File: src/design/sys_glue_pkg.sv
// Purpose: Shared constants and carriers for the system glue block
// Assumes: 14-bit program and data addresses, one instruction clock
// Notes: Offsets are word addresses on the core memory buses
package sys_glue_pkg;
    localparam logic [13:0] PM_VEC_LO = 14'h0000;
    localparam logic [13:0] PM_VEC_HI = 14'h002F;
    localparam logic [13:0] PM_RAM_HI = 14'h01FF;
    localparam logic [13:0] PM_ROM_LO = 14'h0800;
    localparam logic [13:0] PM_ROM_HI = 14'h17FF;
    localparam logic [13:0] DM_PERIPH_LO = 14'h2000;
    localparam logic [13:0] DM_PERIPH_HI = 14'h20FF;
    localparam logic [13:0] DM_RAM_LO = 14'h3800;
    localparam logic [13:0] DM_RAM_HI = 14'h39FF;
    localparam logic [13:0] DM_CTRL_LO = 14'h3C00;
    localparam logic [13:0] WAIT_STATE_CONTROL_ADDR = 14'h3FFE;
    localparam logic [13:0] SYSTEM_CONTROL_WORD_ADDR = 14'h3FFF;
    localparam logic [15:0] WAIT_STATE_CONTROL_RST = 16'hFFFF;
    localparam logic [15:0] SYSTEM_CONTROL_WORD_RST = 16'h0000;
    localparam int SERIAL_SEL_BIT = 10;
    localparam logic [13:0] RESET_FETCH_ADDR = 14'h0800;
    localparam int CLK_MHZ = 100;
    localparam int POR_CYCLES = 65536;
    localparam int NUM_PIO_IRQ = 9;
    localparam int NUM_SRC = 16;
    localparam logic [16:0] POR_CNT_RST = 17'h0_0000;

    typedef enum logic [2:0] {
        RST_POWER = 3'b001,
        RST_HOLD = 3'b010,
        RST_RUN = 3'b100
    } rst_state_t;

    typedef struct packed {
        logic pm_vec;
        logic pm_ram;
        logic pm_rom;
        logic pm_rsvd;
    } pm_sel_t;

    typedef struct packed {
        logic dm_periph;
        logic dm_ram;
        logic dm_ctrl;
        logic dm_rsvd;
    } dm_sel_t;
endpackage

File: src/design/sys_glue.sv
// Purpose: Clock enable, reset sequencing, memory decode, control words, interrupt glue
// Assumes: i_ref_clk is the instruction clock; enables mark input-clock phases
// Notes: Control words answer only while running; pins pass two flip-flops
// Notes on behaviour
// RULE1 - Sixteen sources: five core, eleven peripheral
// RULE2 - Peripheral sources merged onto one line
// RULE3 - Fixed priority, each source maskable
// RULE4 - Program RAM 512 words from zero
// RULE5 - Program ROM block at 0x0800
// RULE6 - Vector, RAM, reserved, ROM, reserved ranges
// RULE7 - Data RAM, peripherals, control, rest reserved
// RULE8 - Instruction rate twice input, clock out
// RULE9 - External input clock runs continuously
// RULE10 - Hold reset 2^16 cycles after supply
// RULE11 - Low reset pin gives full reset
// RULE12 - Reset empties stacks, masks, clears status
// RULE13 - Fetch starts at 0x0800 after reset
// RULE14 - Bit 10 selects serial port pins
// RULE15 - Software keeps other control bits zero
// RULE16 - Wait-state word at 0x3FFE, resets 0xFFFF
// RULE17 - Software writes 0x8000 to wait word
// RULE18 - Reserved accesses have no side effects
`timescale 1ns/1ps
`default_nettype none
module sys_glue #(
    parameter int POR_HOLD = sys_glue_pkg::POR_CYCLES
) (
    input wire logic i_ref_clk,
    input wire logic i_rst,
    input wire logic i_supply_ok,
    input wire logic i_reset_n,
    input wire logic [13:0] i_pm_addr,
    input wire logic [13:0] i_dm_addr,
    input wire logic i_dm_wr,
    input wire logic i_dm_rd,
    input wire logic [15:0] i_dm_wdata,
    input wire logic [4:0] i_core_irq,
    input wire logic [8:0] i_pio_irq,
    input wire logic i_pwm_sync_pulse,
    input wire logic i_pwm_trip_input,
    input wire logic [15:0] i_irq_mask,
    output logic o_instruction_clock_out,
    output logic o_half_rate_en,
    output logic o_sys_reset,
    output logic o_clear_stacks,
    output logic o_clear_mode_status_word,
    output logic [13:0] o_fetch_addr,
    output logic o_fetch_load,
    output logic [3:0] o_pm_sel,
    output logic [3:0] o_dm_sel,
    output logic [15:0] o_dm_rdata,
    output logic o_ctrl_rvalid,
    output logic o_serial_port_one_en,
    output logic [15:0] o_wait_state_control,
    output logic o_peripheral_interrupt_line,
    output logic o_irq_any,
    output logic [3:0] o_irq_idx
);
    typedef struct packed {
        logic [1:0] rst_sync;
        logic [1:0] sup_sync;
        logic [1:0] trip_sync;
        sys_glue_pkg::rst_state_t st;
        logic [16:0] cnt;
        logic half;
        logic fetch;
        logic [15:0] wsc;
        logic [15:0] scw;
        logic [15:0] rdata;
        logic rvalid;
    } state_t;

    state_t s_q, s_d;
    sys_glue_pkg::pm_sel_t pm;
    sys_glue_pkg::dm_sel_t dm;
    logic [15:0] src;
    logic [15:0] eff_mask;
    logic in_reset;

    ////////////////////////////////////////////////////////////////////////////
    function automatic logic in_rng(input logic [13:0] a, input logic [13:0] lo, input logic [13:0] hi);
        in_rng = (a >= lo) && (a <= hi);
    endfunction

    ////////////////////////////////////////////////////////////////////////////
    // RULE4 - program RAM decode
    // RULE5 - program ROM decode
    // RULE6 - program range split
    always_comb begin
        pm.pm_vec = in_rng(i_pm_addr, sys_glue_pkg::PM_VEC_LO, sys_glue_pkg::PM_VEC_HI);
        pm.pm_ram = in_rng(i_pm_addr, sys_glue_pkg::PM_VEC_HI + 14'h0001, sys_glue_pkg::PM_RAM_HI);
        pm.pm_rom = in_rng(i_pm_addr, sys_glue_pkg::PM_ROM_LO, sys_glue_pkg::PM_ROM_HI);
        pm.pm_rsvd = !(pm.pm_vec || pm.pm_ram || pm.pm_rom);
    end

    // RULE7 - data space decode
    always_comb begin
        dm.dm_periph = in_rng(i_dm_addr, sys_glue_pkg::DM_PERIPH_LO, sys_glue_pkg::DM_PERIPH_HI);
        dm.dm_ram = in_rng(i_dm_addr, sys_glue_pkg::DM_RAM_LO, sys_glue_pkg::DM_RAM_HI);
        dm.dm_ctrl = (i_dm_addr >= sys_glue_pkg::DM_CTRL_LO);
        dm.dm_rsvd = !(dm.dm_periph || dm.dm_ram || dm.dm_ctrl);
    end

    ////////////////////////////////////////////////////////////////////////////
    // RULE1 - sixteen sources
    // RULE2 - peripheral line merge
    assign o_peripheral_interrupt_line = (|i_pio_irq) | i_pwm_sync_pulse | !s_q.trip_sync[1];
    // RULE12 - interrupts masked in reset
    assign eff_mask = in_reset ? 16'h0000 : i_irq_mask;
    // RULE1 - source vector order
    // Trip pin is active low, so its synchronised copy is inverted into a request
    assign src = {i_pio_irq, i_pwm_sync_pulse, !s_q.trip_sync[1], i_core_irq};

    // RULE3 - masked sources into priority
    irq_combine u_irq (
        .i_req(src),
        .i_mask(eff_mask),
        .o_any(o_irq_any),
        .o_idx(o_irq_idx)
    );

    ////////////////////////////////////////////////////////////////////////////
    // RULE12 - not running means reset
    assign in_reset = (s_q.st != sys_glue_pkg::RST_RUN);

    always_comb begin
        s_d = s_q;
        s_d.rst_sync = {s_q.rst_sync[0], i_reset_n};
        s_d.sup_sync = {s_q.sup_sync[0], i_supply_ok};
        s_d.trip_sync = {s_q.trip_sync[0], i_pwm_trip_input};
        // RULE8 - half-rate input phase
        s_d.half = !s_q.half;
        s_d.fetch = 1'b0;
        s_d.rvalid = 1'b0;
        case (s_q.st)
            sys_glue_pkg::RST_POWER: begin
                // RULE10 - count restarts while unpowered
                s_d.cnt = sys_glue_pkg::POR_CNT_RST;
                if (s_q.sup_sync[1]) begin
                    s_d.st = sys_glue_pkg::RST_HOLD;
                end
            end
            sys_glue_pkg::RST_HOLD: begin
                // RULE10 - extra hold count
                s_d.cnt = s_q.cnt + 17'h0_0001;
                if (s_q.cnt == 17'(POR_HOLD - 1)) begin
                    s_d.st = sys_glue_pkg::RST_RUN;
                    // RULE13 - fetch from ROM
                    s_d.fetch = 1'b1;
                end
            end
            sys_glue_pkg::RST_RUN: begin
                // RULE16 - wait word write
                if (i_dm_wr && i_dm_addr == sys_glue_pkg::WAIT_STATE_CONTROL_ADDR) begin
                    s_d.wsc = i_dm_wdata;
                end
                // RULE14 - serial select word
                if (i_dm_wr && i_dm_addr == sys_glue_pkg::SYSTEM_CONTROL_WORD_ADDR) begin
                    s_d.scw = i_dm_wdata;
                end
                // Only control space answers; other spaces belong to the memories
                if (i_dm_rd && dm.dm_ctrl) begin
                    s_d.rvalid = 1'b1;
                    // RULE18 - reserved reads zero
                    s_d.rdata = 16'h0000;
                    if (i_dm_addr == sys_glue_pkg::WAIT_STATE_CONTROL_ADDR) begin
                        s_d.rdata = s_q.wsc;
                    end
                    if (i_dm_addr == sys_glue_pkg::SYSTEM_CONTROL_WORD_ADDR) begin
                        s_d.rdata = s_q.scw;
                    end
                end
            end
            default: begin
                s_d.st = sys_glue_pkg::RST_POWER;
            end
        endcase
        // RULE11 - pin reset restarts
        if (!s_q.rst_sync[1] || !s_q.sup_sync[1]) begin
            s_d.st = sys_glue_pkg::RST_POWER;
            // RULE16 - wait word default
            s_d.wsc = sys_glue_pkg::WAIT_STATE_CONTROL_RST;
            s_d.scw = sys_glue_pkg::SYSTEM_CONTROL_WORD_RST;
        end
    end

    ////////////////////////////////////////////////////////////////////////////
    // Reset pin can hold low for long; supply loss also restarts the hold count
    always_ff @(posedge i_ref_clk) begin
        if (i_rst) begin
            s_q <= '0;
            s_q.st <= sys_glue_pkg::RST_POWER;
            s_q.wsc <= sys_glue_pkg::WAIT_STATE_CONTROL_RST;
            s_q.scw <= sys_glue_pkg::SYSTEM_CONTROL_WORD_RST;
            // Trip idles high so leaving reset raises no false request
            s_q.trip_sync <= 2'b11;
        end else begin
            s_q <= s_d;
        end
    end

    ////////////////////////////////////////////////////////////////////////////
    // Outputs come straight from registered state or the decode
    // RULE8 - clock out and enable
    assign o_instruction_clock_out = s_q.half;
    assign o_half_rate_en = s_q.half;
    assign o_sys_reset = in_reset;
    // RULE12 - stacks and status cleared
    assign o_clear_stacks = in_reset;
    assign o_clear_mode_status_word = in_reset;
    // RULE13 - fixed restart address
    assign o_fetch_addr = sys_glue_pkg::RESET_FETCH_ADDR;
    assign o_fetch_load = s_q.fetch;
    // RULE6 - program decode flags
    assign o_pm_sel = pm;
    // RULE7 - data decode flags
    assign o_dm_sel = dm;
    assign o_dm_rdata = s_q.rdata;
    assign o_ctrl_rvalid = s_q.rvalid;
    // RULE14 - pin function select
    assign o_serial_port_one_en = s_q.scw[sys_glue_pkg::SERIAL_SEL_BIT];
    assign o_wait_state_control = s_q.wsc;
endmodule
`default_nettype wire

File: src/design/irq_combine.sv
// Purpose: Prioritised, individually masked interrupt selection
// Assumes: Sources are level requests on the instruction clock
// Notes: Lowest index wins
`timescale 1ns/1ps
`default_nettype none
module irq_combine (
    input wire logic [15:0] i_req,
    input wire logic [15:0] i_mask,
    output logic o_any,
    output logic [3:0] o_idx
);
    logic [15:0] live;
    // RULE3 - mask then priority
    always_comb begin
        live = i_req & i_mask;
        o_any = |live;
        o_idx = 4'h0;
        for (int k = sys_glue_pkg::NUM_SRC - 1; k >= 0; k--) begin
            if (live[k]) begin
                o_idx = 4'(k);
            end
        end
    end
endmodule
`default_nettype wire

File: config.mk
export PLATFORM = sky130hd
export DESIGN_NAME = sys_glue
export DESIGN_NICKNAME = d
export VERILOG_FILES = /design/src/design/sys_glue_pkg.sv /design/src/design/sys_glue.sv /design/src/design/irq_combine.sv
export SDC_FILE = /design/constraint.sdc
export NUM_CORES = 1
export LEC_CHECK = 0
export BUFFER_PORTS_ARGS = -buffer_cell sky130_fd_sc_hd__buf_4
export CORE_ASPECT_RATIO = 1.4
export CORE_UTILIZATION = 52
export CTS_BUF_LIST = sky130_fd_sc_hd__clkbuf_8
export DETAILED_ROUTE_END_ITERATION = 8
export PLACE_DENSITY = 0.92
export SLEW_MARGIN = 20
export SYNTH_ARGS = -nofsm -noshare
export SYNTH_HDL_FRONTEND = slang
export SYNTH_SLANG_ARGS = --single-unit
File: constraint.sdc
create_clock -name i_ref_clk -period 2.06 [get_ports i_ref_clk]
set_clock_uncertainty 0.05 [all_clocks]
set_input_delay 0 -clock i_ref_clk [delete_from_list [all_inputs] [get_ports i_ref_clk]]
set_output_delay 0 -clock i_ref_clk [all_outputs]
set_load 0.03 [all_outputs]
==> results by group <==
Floorplan
  • Starting Density: 53.4%
  • Die area: 8320 um2
  • Core Box Area: 7750 um2
  • Row count: 38
  • Die extent in x: 77.4 um
  • Chip Height: 108 um
  • Total I/O pin count: 150

Critical path
  • Critical Path Max Stage Delay: 0.45 ns
  • Crit-path most repeated cell: buf_4
  • CP Cell Sequence: nor3b_4, buf_4, inv_1, a41o_1, nor2b_1, buf_4
  • Crit end category: output pin
  • Arr. time, crit path: 1.87 ns
  • Worst-path fanout max: 7
  • CP max-delay cell: dfxtp_1
  • WP data required: 2.01 ns
  • Startpoint types: register
  • Crit Path Class: reg2out

STA
  • RSZ-0062 raised after global routing: no
  • Slew at the pin closest to its max-slew limit: 0.572 ns
  • Final max-slew violation count: 0
  • Final Hold Fails: 0
  • Setup Viol. Count Final: 0
  • Rel. slew slack: 61.9%
  • Max Fclk: 521 MHz
  • Fin crit share: 93.2%
  • Post-route minimum period: 1.92 ns
  • Setup TNS: 0 ns

Placement
  • GPL Wtd Cong: 0.939
  • Post-detail-place hpwl: 8000 um
  • Port bufs: 131

Synthesis
  • Syn Inst Count: 517
  • Cell Area, Synth: 4140 um2
  • Top_reg_cell synth: dfxtp_1
  • FF+latch count, synth: 77
  • Post-synth EDFFs: 0
  • Sequential cell area fraction in the yosys report: 37.3%
  • Yosys cell types: 57
  • Async set-reset flop share out of synthesis: 0%
  • Synth warn: 0
  • Post-Syn Area per Cell: 8.00 um2

Run status
  • Failing checks: design-rule violations
  • Status: finished, violations left

Clocking
  • CTS Buffer Depth: 2
  • CTS clk-pin slew, worst paths: 0.07 ns
  • Htree depth: 3
  • Total CTS buffers: 9
  • Clk root buf: clkbuf_8
  • CTS tree: yes
  • Clock Sinks: 77
  • Skew-Pair Late Insertion Delay: 0.35 ns

Layout
  • NumNets Final: 699
  • Most frequent cells in the layout: buf_4, nand3_1, dfxtp_1
  • Ant diodes: 0
  • Fill count: 613
  • Register area: 1540 um2
  • Commonest non-fill, non-tap cell in the layout: buf_4
  • Multi-input gate area: 2080 um2
  • Layout overhead on the synthesized area: 27.0%
  • Layout cell share with drive strength beyond 1: 28.5%

Global routing
  • Largest net degree at the start of global routing: 46
  • Global-route wire length before repair: 17900 um
  • Vias in the first global route: 3987
  • Gr usage total: 26.8%
  • Antenna violations before repair: 0
  • Total gr overflow: 0

Route
  • Post-DRT Antenna Nets: 0
  • Highest routed layer: met4
  • Met3 wire length: 727 um
  • WL per Instance: 15.6 um
  • Vias: 4201
  • Drt pass-1 iters: 7
  • Met2 WL post-DR: 5790 um
  • WL final: 11300 um
  • Vias per Instance: 5.83
  • DRT iter0 DRCs: 457
  • Metal1 wirelength: 4300 um
  • Residual DRC: 2

Run
  • Max_cap viols: 0

Hold path
  • Worst hold path class: in2reg

Pwr
  • Power per cell area: 590 nW/um2
  • P_leak: 1.97 nW
  • Final Power: 3.10 mW
  • Maximum VDD drop: 406 uV
[power breakdown]
group          internal (mW)  switching [mW]
Combinational          0.162           0.162
Sequential              1.49         0.00391
Clock                  0.713           0.563
[layout make-up]
cell class                      instances  area share (%)
Inverter                                6           0.429
Sequential cell                        77            29.3
Tap cell                              100            2.38
Multi-Input combinational cell        361            39.5
Timing Repair Buffer                  160            24.1
Clock inverter                          6            1.64
Clock buffer                           10            2.62
[sequential cells by signal (all words and copies together) (netlist names)]
register              cells
o_fetch_load              1
s_d                       3
o_wait_state_control     16
o_serial_port_one_en      1
o_half_rate_en            1
o_ctrl_rvalid             1
s_q                      38
o_dm_rdata               16
[cell usage after synthesis, types with 2 or more instances]
master    count  share of area [%]
nor2b_1       6               0.91
a22oi_1       6                1.1
and2_1        4               0.60
o21ai_0      38                4.6
buf_4        51                9.3
conb_1        2               0.18
a41oi_1       2               0.42
nand2_1      44                4.0
nand3_1      77                9.3
nor3_1       10                1.2
and3_1        7                1.1
nand4b_1      2               0.42
ha_1          2               0.60
mux2_2        4                1.1
or3_1         4               0.60
a211oi_1      2               0.36
nand4_1       7                1.1
clkbuf_1     19                1.7
nor2_1       36                3.3
dfxtp_1      77                 37
a311oi_1     14                3.0
a221oi_1      2               0.42
a31oi_1       6               0.91
and4_1        3               0.64
buf_2        12                1.5
nor3b_1       2               0.36
a21oi_1      30                3.6
inv_1         6               0.54
nand2b_1      2               0.30
buf_6         3               0.82
or4_1         2               0.36
or2_2         3               0.45
nor4_1        4               0.60
a311oi_2      4                1.5
nand3b_1      2               0.36
[path summary, 6_finish.rpt]
check / endpoint / startpoint / cells past startpoint / slack (ns)
worst min register to register: s_q[76]$_SDFF_PP0_ / s_d[76]$_SDFF_PP0_ / 1 / 0.39
worst max register to register: s_q[69]$_SDFFE_PP0P_ / s_q[51]$_SDFFE_PP0N_ / 8 / 0.16
worst max-delay path: o_irq_idx[3] / s_q[70]$_SDFFE_PP0P_ / 6 / 0.14
worst min-delay path: o_half_rate_en$_SDFF_PP0_ / i_rst / 2 / 0.03
[layer usage]
metal	vias to the layer above	global-route usage [%]
met5	-	0
met4	0	15.1
met3	39	5.25
met2	216	47.2
met1	1950	30.0
li1	1996	-
[timing repair]
action,CTS,global route
hold buffers,20,0
setup buffers,0,0
resized for setup,0,0
endpoints found under the hold margin,36,0
[worst max-delay path: cells and delay by family, from the launching register on]
kind	cells	cell delay [ns]
buf+inv	3	0.46
compound gates	1	0.23
flops	1	0.45
simple gates	2	0.38
[kinds of logic after synthesis]
family	count (synthesis)	synth area share [%]
other cells	2	0.182
compound gates	115	18.2
xor+xnor	1	0.212
mux	4	1.09
flops	77	37.3
buf+inv	91	13.8
simple gates	225	28.7
fa+ha+maj	2	0.605
[through the flow]
step | hold WS, ns | utilization [%] | setup WS, ns | instances | instance area, um2
after CTS | 0.0264 | 67.8 | 0.144 | 720 | 5250
after floorplan | 0.0538 | - | 0.447 | 529 | 4180
after global placement | 0.147 | 62.3 | 0.276 | 684 | 4830
after detailed placement | 0.137 | 62.3 | 0.195 | 684 | 4830
after global routing | 0.0572 | 67.8 | 0.0124 | 720 | 5250
final | 0.0329 | 67.8 | 0.139 | 720 | 5250
No activity file was read; power rests on OpenSTA's default activity.
